===== src/hw/fsp_pkg.sv =====
// Purpose: Shared constants and types for the field store with postincrement.
// Assumes: 16-bit memory words, 32-bit bit addresses, one register file bit.
// Notes:   Field size codes use zero to mean a 32-bit field.
package fsp_pkg;

  // ----------------------------------------------------------------------
  // Instruction encoding
  // ----------------------------------------------------------------------
  localparam int OP_HI = 15;
  localparam int OP_LO = 10;
  localparam logic [5:0] OP_STORE_POSTINC = 6'h24;
  localparam int SEL_BIT = 9;
  localparam int SRC_HI = 8;
  localparam int SRC_LO = 5;
  localparam int FILE_BIT = 4;
  localparam int DST_HI = 3;
  localparam int DST_LO = 0;

  // ----------------------------------------------------------------------
  // Memory and field layout
  // ----------------------------------------------------------------------
  localparam int WORD_W = 16;
  localparam int OFS_W = 4;
  localparam int SPAN_W = 48;
  localparam logic [5:0] FIELD_MAX = 6'h20;
  localparam logic [4:0] FS_CODE_MAX = 5'h00;
  localparam logic [WORD_W-1:0] WORD_ALL = 16'hFFFF;

  typedef enum {
    FSP_IDLE,
    FSP_LOAD,
    FSP_READ,
    FSP_WRITE,
    FSP_UPDATE
  } fsp_state_e;

endpackage


===== src/hw/fsp_merge.sv =====
// Purpose: Merges the low word of a shifted field into one memory word.
// Assumes: Data bits outside the mask are zero.
// Notes:   Purely combinational.
`timescale 1ns/1ps
module fsp_merge
  import fsp_pkg::*;
(
  // Field slice
  input wire logic [WORD_W-1:0] fieldData,
  input wire logic [WORD_W-1:0] fieldMask,
  // Memory word
  input wire logic [WORD_W-1:0] oldWord,
  output logic [WORD_W-1:0] newWord,
  output logic wholeWord
);

  assign newWord = (oldWord & ~fieldMask) | (fieldData & fieldMask);
  assign wholeWord = (fieldMask == WORD_ALL);

endmodule


===== src/hw/fsp_exec.sv =====
// Purpose: Executes the store-field-with-postincrement instruction.
// Assumes: Register file reads return data in the same cycle as the index.
// Notes:   Partial words are read, merged and written back.
`timescale 1ns/1ps

module fsp_exec
  import fsp_pkg::*;
(
  // Clock and reset
  input wire logic mclk,
  input wire logic rst_n,
  // Instruction
  input wire logic instrValid,
  input wire logic [15:0] instrWord,
  output logic instrReady,
  output logic instrDone,
  output logic instrForeign,
  // Field sizes from the field_config_instruction
  input wire logic [4:0] fieldSizeFirst,
  input wire logic [4:0] fieldSizeSecond,
  // Register file
  output logic [4:0] srcRegIdx,
  output logic [4:0] dstRegIdx,
  input wire logic [31:0] srcRegData,
  input wire logic [31:0] dstRegData,
  output logic regWe,
  output logic [4:0] regWrIdx,
  output logic [31:0] regWrData,
  // Memory
  output logic memReq,
  output logic memWe,
  output logic [27:0] memAddr,
  output logic [WORD_W-1:0] memWdata,
  input wire logic [WORD_W-1:0] memRdata,
  input wire logic memAck
);

  // ----------------------------------------------------------------------
  // State
  // ----------------------------------------------------------------------
  typedef struct packed {
    fsp_state_e st;
    logic sel;
    logic [4:0] srcIdx;
    logic [4:0] dstIdx;
    logic [31:0] ptr;
    logic [5:0] size;
    logic [SPAN_W-1:0] data;
    logic [SPAN_W-1:0] mask;
    logic [27:0] addr;
    logic req;
    logic we;
    logic [WORD_W-1:0] wdata;
    logic regWe;
    logic [31:0] regWrData;
    logic ready;
    logic done;
    logic foreign;
  } fsp_regs_s;

  fsp_regs_s s_r;
  fsp_regs_s s_nxt;

  logic [4:0] selCode;
  logic [5:0] selSize;
  logic [31:0] fieldMask32;
  logic [WORD_W-1:0] mergedWord;
  logic wholeWord;
  logic [SPAN_W-1:0] maskLeft;

  // ----------------------------------------------------------------------
  // Field size and mask
  // ----------------------------------------------------------------------
  assign selCode = s_r.sel ? fieldSizeSecond : fieldSizeFirst;
  assign selSize = (selCode == FS_CODE_MAX) ? FIELD_MAX
                                            : {1'b0, selCode};
  assign fieldMask32 = (selSize == FIELD_MAX) ? 32'hFFFFFFFF
                     : ((32'h00000001 << selSize) - 32'h00000001);
  assign maskLeft = s_r.mask >> WORD_W;

  fsp_merge u_merge (
    .fieldData(s_r.data[WORD_W-1:0]),
    .fieldMask(s_r.mask[WORD_W-1:0]),
    .oldWord(memRdata),
    .newWord(mergedWord),
    .wholeWord(wholeWord)
  );

  // ----------------------------------------------------------------------
  // Sequencer
  // ----------------------------------------------------------------------
  always_comb begin
    s_nxt = s_r;
    s_nxt.regWe = 1'b0;
    s_nxt.done = 1'b0;
    s_nxt.foreign = 1'b0;
    unique case (s_r.st)
      FSP_IDLE: begin
        if (instrValid && s_r.ready) begin
          if (instrWord[OP_HI:OP_LO] == OP_STORE_POSTINC) begin
            s_nxt.ready = 1'b0;
            s_nxt.sel = instrWord[SEL_BIT];
            // One file bit serves both operands.
            s_nxt.srcIdx = {instrWord[FILE_BIT],
                            instrWord[SRC_HI:SRC_LO]};
            s_nxt.dstIdx = {instrWord[FILE_BIT],
                            instrWord[DST_HI:DST_LO]};
            s_nxt.st = FSP_LOAD;
          end else begin
            s_nxt.foreign = 1'b1;
          end
        end
      end
      FSP_LOAD: begin
        s_nxt.size = selSize;
        s_nxt.ptr = dstRegData;
        s_nxt.addr = dstRegData[31:OFS_W];
        s_nxt.data = {16'h0000, srcRegData & fieldMask32}
                     << dstRegData[OFS_W-1:0];
        s_nxt.mask = {16'h0000, fieldMask32}
                     << dstRegData[OFS_W-1:0];
        s_nxt.st = FSP_READ;
      end
      FSP_READ: begin
        if (!s_r.req) begin
          if (wholeWord) begin
            s_nxt.wdata = s_r.data[WORD_W-1:0];
            s_nxt.req = 1'b1;
            s_nxt.we = 1'b1;
            s_nxt.st = FSP_WRITE;
          end else begin
            s_nxt.req = 1'b1;
            s_nxt.we = 1'b0;
          end
        end else if (memAck) begin
          s_nxt.wdata = mergedWord;
          s_nxt.we = 1'b1;
          s_nxt.st = FSP_WRITE;
        end
      end
      FSP_WRITE: begin
        if (memAck) begin
          s_nxt.req = 1'b0;
          s_nxt.we = 1'b0;
          s_nxt.data = s_r.data >> WORD_W;
          s_nxt.mask = maskLeft;
          s_nxt.addr = s_r.addr + 28'h0000001;
          s_nxt.st = (maskLeft == '0) ? FSP_UPDATE : FSP_READ;
        end
      end
      FSP_UPDATE: begin
        s_nxt.regWe = 1'b1;
        s_nxt.regWrData = s_r.ptr + {26'h0000000, s_r.size};
        s_nxt.done = 1'b1;
        s_nxt.ready = 1'b1;
        s_nxt.st = FSP_IDLE;
      end
    endcase
  end

  always_ff @(posedge mclk or negedge rst_n) begin
    if (!rst_n) begin
      s_r <= '0;
      s_r.st <= FSP_IDLE;
      s_r.ready <= 1'b1;
    end else begin
      s_r <= s_nxt;
    end
  end

  // ----------------------------------------------------------------------
  // Outputs
  // ----------------------------------------------------------------------
  assign instrReady = s_r.ready;
  assign instrDone = s_r.done;
  assign instrForeign = s_r.foreign;
  assign srcRegIdx = s_r.srcIdx;
  assign dstRegIdx = s_r.dstIdx;
  assign regWe = s_r.regWe;
  assign regWrIdx = s_r.dstIdx;
  assign regWrData = s_r.regWrData;
  assign memReq = s_r.req;
  assign memWe = s_r.we;
  assign memAddr = s_r.addr;
  assign memWdata = s_r.wdata;

  // ----------------------------------------------------------------------
  // Checks
  // ----------------------------------------------------------------------
  logic [31:0] ptrHold;
  logic [31:0] srcHold;
  logic [5:0] sizeHold;
  logic firstWord;
  logic [31:0] holdMask32;
  logic [SPAN_W-1:0] srcPlaced;

  // The source field as it should sit across the words it covers.
  assign holdMask32 = (sizeHold == FIELD_MAX) ? 32'hFFFFFFFF
                    : ((32'h00000001 << sizeHold) - 32'h00000001);
  assign srcPlaced = {16'h0000, srcHold & holdMask32} << ptrHold[OFS_W-1:0];

  always_ff @(posedge mclk or negedge rst_n) begin
    if (!rst_n) begin
      ptrHold <= '0;
      srcHold <= '0;
      sizeHold <= '0;
      firstWord <= 1'b0;
    end else if (s_r.st == FSP_LOAD) begin
      ptrHold <= dstRegData;
      srcHold <= srcRegData;
      sizeHold <= selSize;
      firstWord <= 1'b1;
    end else if (s_r.st == FSP_WRITE && memAck) begin
      firstWord <= 1'b0;
    end
  end
endmodule


===== config.mk =====
export PLATFORM = sky130hd
export DESIGN_NAME = fsp_exec
export DESIGN_NICKNAME = d
export VERILOG_FILES = /design/src/hw/fsp_pkg.sv /design/src/hw/fsp_merge.sv /design/src/hw/fsp_exec.sv
export SDC_FILE = /design/constraint.sdc
export NUM_CORES = 1
export LEC_CHECK = 0
export BUFFER_PORTS_ARGS = -buffer_cell sky130_fd_sc_hd__buf_4
export CAP_MARGIN = 20
export CELL_PAD_IN_SITES_DETAIL_PLACEMENT = 1
export CELL_PAD_IN_SITES_GLOBAL_PLACEMENT = 2
export CORE_ASPECT_RATIO = 0.9
export CORE_UTILIZATION = 38
export DETAILED_ROUTE_END_ITERATION = 12
export PLACE_DENSITY = 0.95
export REMOVE_ABC_BUFFERS = 1
export SYNTH_ARGS = -nofsm -noshare
export SYNTH_HDL_FRONTEND = slang
export SYNTH_SLANG_ARGS = --single-unit

===== constraint.sdc =====
create_clock -name mclk -period 5.81 [get_ports mclk]
set_input_delay 0.581 -clock mclk [delete_from_list [all_inputs] [get_ports mclk]]
set_output_delay 0.581 -clock mclk [all_outputs]
set_load 0.05 [all_outputs]

==> results of run 1 <==
[routing by layer]
layer  vias up  GRT usage  wire length (microns)
li1       6966          -                      -
met5         -          0                      0
met3       146    0.03686                   4150
met1      7816     0.4001                  27050
met4         0     0.1135                   2540
met2       649     0.4537                  27720
[cell usage in the layout, fill, tap and decap left out, types with 12 or more instances in the layout]
cell type    n
nand3_1     40
a211oi_1    17
nand4_1     25
o22ai_1     44
a21oi_1    147
a21o_1      12
nor4_1      21
a221oi_1    19
xnor2_1     14
dfrtp_1    225
a31oi_1     15
mux2i_1     56
o221ai_1    18
xor2_1      15
nor2_1     145
or3_1       21
o21ai_0    163
and3_1      28
nor3_1      37
inv_1       31
buf_4      230
mux2_2      36
a22oi_1     21
nand2_1    305
clkbuf_16   27
o211ai_1    29
nand2b_1    26
[cells by family (layout without fill, tap and decap cells)]
family                   count (synthesis)  after routing  synth area share
AO/OA/AOI/OAI                          596            596            0.2446
XOR/XNOR                                29             29           0.01638
adder cells (fa/ha/maj)                 10             10          0.008553
buffers and inverters                  265            313           0.08819
flip-flops                             226            226            0.3648
multiplexers                            98             98           0.06971
other                                    1              2         0.0002418
AND/OR/NAND/NOR                        702            702            0.2076
[cell type report]
class                           count  area share
Timing Repair Buffer              232     0.09992
Tap cell                          532     0.03775
Clock inverter                     12    0.008516
Sequential cell                   226      0.3208
Inverter                           35    0.007452
Multi-Input combinational cell   1437      0.4834
Clock buffer                       34     0.04208
[where the power goes]
part / leakage, nW / internal [mW] / switching [mW]
clock network: 0.437 / 1.03 / 0.707
registers: 2.79 / 2.09 / 0.562
logic: 4.38 / 1.14 / 2.25
[worst reg2reg max path, cell delays in order (launching register included)]
cell	delay (ps)
dfrtp_1	820
nor4b_1	850
o21a_2	350
nand2_1	110
ha_1	450
or4_1	600
a21oi_1	420
nor2_1	190
a21oi_1	270
mux2i_1	170
mux2_2	350
o21ai_0	220
[per-stage QoR]
step / cell area, sq um / power, mW
finish: 17630 / 7.780
global route: 17630 / 8.193
CTS: 17630 / 7.774
detailed placement: 16740 / 6.000
global placement: 16740 / 5.881
floorplan: 14270 / 4.713
[synthesized netlist by cell type, types with 8 or more instances]
| cell | instances | area [sq um] |
|---|---|---|
| o22ai_1 | 44 | 275.3 |
| ha_1 | 9 | 112.6 |
| o32ai_1 | 8 | 70.07 |
| o21ai_0 | 163 | 815.8 |
| a22oi_1 | 21 | 157.7 |
| buf_2 | 9 | 45.04 |
| inv_1 | 31 | 116.4 |
| nand3_1 | 40 | 200.2 |
| a31oi_1 | 15 | 93.84 |
| o211ai_1 | 29 | 217.7 |
| dfrtp_1 | 225 | 5630 |
| a21o_1 | 12 | 90.09 |
| nor3_1 | 37 | 185.2 |
| nor4_1 | 21 | 131.4 |
| mux2i_1 | 57 | 570.6 |
| a211oi_1 | 17 | 127.6 |
| buf_4 | 92 | 690.7 |
| o31ai_1 | 9 | 67.56 |
| nand2b_1 | 27 | 168.9 |
| o221ai_1 | 18 | 157.7 |
| a221oi_1 | 19 | 166.4 |
| o21a_1 | 9 | 67.56 |
| clkbuf_1 | 119 | 446.7 |
| nand4_1 | 25 | 156.4 |
| a21oi_1 | 148 | 740.7 |
| nor2_1 | 148 | 555.5 |
| and3_1 | 28 | 175.2 |
| or3_1 | 21 | 131.4 |
| xor2_1 | 15 | 131.4 |
| xnor2_1 | 14 | 122.6 |
| mux2_2 | 36 | 405.4 |
| nand2_1 | 307 | 1152 |
[worst max path at each step]
| stage | startpoint | end | slack (ps) | depth (start not counted) |
|---|---|---|---|---|
| final | s_r[226] | maskLeft[25] | 910 | 11 |
| after global routing | s_r[226] | maskLeft[25] | 650 | 11 |
| after CTS | s_r[226] | maskLeft[25] | 1010 | 11 |
| after detailed placement | s_r[226] | maskLeft[25] | 1030 | 11 |
| after global placement | s_r[226] | s_r[163] | 1230 | 11 |
| after floorplan | s_r[228] | s_r[152] | -500 | 6 |
[flip-flops by register name, summed over array words and instances (netlist names)]
register,cells
instrReady,1
regWrData,32
s_r,105
maskLeft,31
memWdata,16
memWe,1
dstRegIdx,4
instrDone,1
memReq,1
srcRegIdx,5
memAddr,28
instrForeign,1
==> reports/metrics.cfg, run 1 <==
[power]
leakage_nw=7.604
powerDensity_nw_per_um2=441.3
peakVddDrop_v=0.0002896

[setup_path]
r2r-start=s_r[226]
cp_common_cell=a21oi_1
cp-end-kind=register
rrSetupSlack_ps=910
cp.arrival_ps=5360
path_cells=nor4b_1 -> o21a_2 -> nand2_1 -> ha_1 -> or4_1 -> a21oi_1 -> nor2_1 -> a21oi_1 -> mux2i_1 -> mux2_2 -> o21ai_0
regToRegEndpoint=maskLeft[25]
crit_buf_inv=0
crit_family=simple AND/OR/NAND/NOR gates
cp.required_ps=6270
crit_type=register to register
critical_path.max_stage_delay_ps=850
worstPathMaxFanout=22
cpMaxStageDelayCell=nor4b_1
reg2reg_depth=11
start_kind=register

[timing]
layout_min_cycle_time_ps=4899
fmaxAchievable_ghz=0.2041
fin_ws_ps=911.1
finalCritPeriodShare=0.8432
slew_viol_final=0
maxSlewHeadroom=0.1918
tightest_slew_ps=1208
clock_skew_ps=15.63
final.setup.tns_ps=0
setup_viol=0
rsz0062_at_grt=no
holdWs_ps=82.73
hold_violations=0

[floorplanning]
core-area_sq_um=39890
die_w_microns=214.9
num_rows=69
design.die.area_sq_um=41620
initial_core_util=0.3888
io_pins=207
die_h_microns=193.6

[layout]
antennaDiodeCount=0
num-nets-final=2078
drive_gt1_frac=0.1756
instances_no_fill=2508
seqCellArea_sq_um=5657
multiInputGateArea_sq_um=8523
nFillCells=4797
postLayoutCoreUtil=0.4420
syn_to_final_growth_pct=13.69

[routing]
drtAntennaViolNets=0
drcViolationCount=0
routed_wl_microns=61460
wl_per_cell_microns=24.51
num_vias=15580
drtPass1Iterations=5
drt_iter0_markers=1574
routed_via_density=6.211

[outcome]
outcome=complete, no violations

[clocking]
cts_buffer_depth=3
ctsResizeCount=0
cts_setup_buffers=0
path_clk_slew_ps=70
cts_tree=built
cts_made_buffers=26
cts_root_buf=clkbuf_16
cts.htree.levels=1
postCtsHoldBufs=0
cts.sinks=226
clk-insertion-delay-late_ps=560

[global_route]
grt_usage=0.2878
grt_max_degree=120
grt_pass1_wl_microns=94600
globalRoute.totalOverflow=0
grt_pass1_vias=15550
antenna_found_initial=0

[logic_synthesis]
async_reset_ff_frac=1.000
ys_ff_latch=226
avgSynthCellArea_sq_um=8.047
yosysWarnings=0
synth-main-ff-cell=dfrtp_1
synthesis.instances=1927
syn_area_sq_um=15510
ys_seq_area_frac=0.3648
synth.distinct_cells=84
synth_edf_count=0

[placed_design]
place_inst=2462
port_buffers=206
dp_hpwl_microns=44730
dp_slack_ps=1027
place_congestion=0.9489

[min_path]
hold_class=input port to asynchronous set/reset pin

[flow_run]
max_cap_viol_count=0

No activity file was read; power rests on OpenSTA's default activity.
==> run 2, diff against run 1 <==
Settings changed: CORE_UTILIZATION 38 to 31, PLACE_DENSITY 0.95 to 0.87.
Clock period 5.81 ns to 4.5 ns, I/O delays scaled along.
==> run 2 against run 1 <==
  * Routed wire length up 4.4%
  * Global-route usage down 4.0 points
  * Cell area up 2.2%
  * Combinational power up 32%
  * Register-to-register slack worse by 670 ps
  * Critical path depth unchanged
  * Cell count up 6.5%
  * First-iteration DRC count down 5.0%
  * Maximum frequency up 15%
  * Sequential power up 29%
  * Power up 31%
  * Largest power group unchanged
  * Highest routed layer unchanged
==> reports/metrics.cfg, run 2 (synthesized netlist as in run 1, its figures left out) <==
[setup_path]
crit_start=s_r[226]
r2r-start=s_r[226]
rrSetupSlack_ps=250
crit_path_end=s_r[163]
start_kind=register
cp.required_ps=4970
cp.arrival_ps=4720
cp-end-kind=register
crit_type=register to register
worstPathMaxFanout=20
reg2reg_depth=11
regToRegEndpoint=s_r[163]

[clocking]
cts_buffer_depth=3
path_clk_slew_ps=60
cts_setup_buffers=0
cts_root_buf=clkbuf_16
ctsResizeCount=0
cts.htree.levels=1
cts_tree=built
cts_made_buffers=28
cts.sinks=226
clk-insertion-delay-late_ps=570
postCtsHoldBufs=1

[timing]
finalCritPeriodShare=0.9454
hold_violations=0
clock_skew_ps=15.52
tightest_slew_ps=1141
fin_ws_ps=245.8
slew_viol_final=0
fmaxAchievable_ghz=0.2351
setup_viol=0
maxSlewHeadroom=0.2373
rsz0062_at_grt=no
layout_min_cycle_time_ps=4254

[layout]
syn_to_final_growth_pct=16.24
largest_reg_flops=105
antennaDiodeCount=0
drive_gt1_frac=0.1820
postLayoutCoreUtil=0.3662
layout_commonest_cell=nand2_1
regMostFlops=s_r
final_cell_mix=nand2_1 (305), buf_4 (247), dfrtp_1 (225)
num-nets-final=2102
instances_no_fill=2671

[placed_design]
place_inst=2621
dp_hpwl_microns=47780
dp_slack_ps=362.6
place_congestion=0.9822
port_buffers=206

[power]
p_total_mw=10.16
p_int_mw=5.571
power.switching_mw=4.593
leakage_nw=7.734
peakVddDrop_v=0.0003379
p_sw_frac=0.4519
powerDensity_nw_per_um2=563.8
pwr-share-seq=0.337
combPwrFrac=0.441
power.share.clock=0.222

[routing]
routed_wl_microns=64140
num_vias=15550
drtAntennaViolNets=0
routed_via_density=5.823
drcViolationCount=0
wl_per_cell_microns=24.01
drtPass1Iterations=5
drt_iter0_markers=1495

[global_route]
antenna_found_initial=0
grt_max_degree=89
grt_usage=0.2479
grt_pass1_wl_microns=98290
grt_pass1_vias=15860
globalRoute.totalOverflow=0

[outcome]
outcome=complete, no violations

[floorplanning]
num_rows=77
die_h_microns=214.2
initial_core_util=0.3150
die_w_microns=237.8
core-area_sq_um=49230
design.die.area_sq_um=50920
io_pins=207

[min_path]
hp-start=dstRegData[5]
hold_class=input port to register

[flow_run]
max_cap_viol_count=0

-- run 2: cell types whose count changed in the layout (fill, tap and decap cells not counted), moves of 2 or more --
cell	before	now
buf_4	230	247
clkbuf_1	3	8
buf_12	1	5
clkbuf_8	4	7
clkinv_2	5	2
bufinv_16	3	1
clkbuf_16	27	29
-- run 2: worst min path at each step --
stage	cells past startpoint	to
floorplan	0	dstRegIdx[0]
finish	3	s_r[189]
global route	3	s_r[209]
CTS	3	s_r[189]
detailed placement	2	s_r[170]
global placement	2	s_r[169]
-- run 2: cell type report --
class	instances	area (sq um)
Clock buffer	44	852.1
Clock inverter	4	47.55
Fill cell	5876	31200
Inverter	35	131.4
Multi-Input combinational cell	1437	8519
Sequential cell	226	5657
Tap cell	671	839.6
Timing Repair Buffer	254	1979
-- run 2: stage by stage --
step | area (sq um) | TNS, ps | hold WS, ps
after CTS | 18010 | 0 | 88.71
after floorplan | 14270 | -130670 | 154.4
after detailed placement | 17100 | 0 | 455.8
after global routing | 18030 | 0 | 108.9
after global placement | 17100 | 0 | 443.4
final | 18030 | 0 | 108.8
-- run 2: power groups by stage --
stage          Clock (mW)  Combinational (mW)  Sequential, mW
2_1_floorplan           0                2.14            3.94
3_3_place_gp            0                4.35            3.41
3_5_place_dp            0                4.45            3.44
4_1_cts              2.30                4.48            3.41
5_1_grt              2.37                4.85            3.51
6_report             2.26                4.48            3.42
-- run 2: critical path, stage by stage, from the launching register on --
cell,delay (ps)
dfrtp_1,720
nor4b_1,430
o21a_2,310
nand2_1,110
ha_1,380
or4_1,570
a21oi_1,370
o21ai_0,260
o21ai_1,280
mux2i_1,220
mux2_2,330
o211ai_1,160
-- run 2: per-layer routing --
layer / global-route usage / wire length [microns] / vias to the layer above
met2: 0.3969 / 29260 / 557
li1: - / - / 7017
met5: 0 / 0 / -
met4: 0.07935 / 2070 / 0
met3: 0.04544 / 4551 / 110
met1: 0.3366 / 28260 / 7868
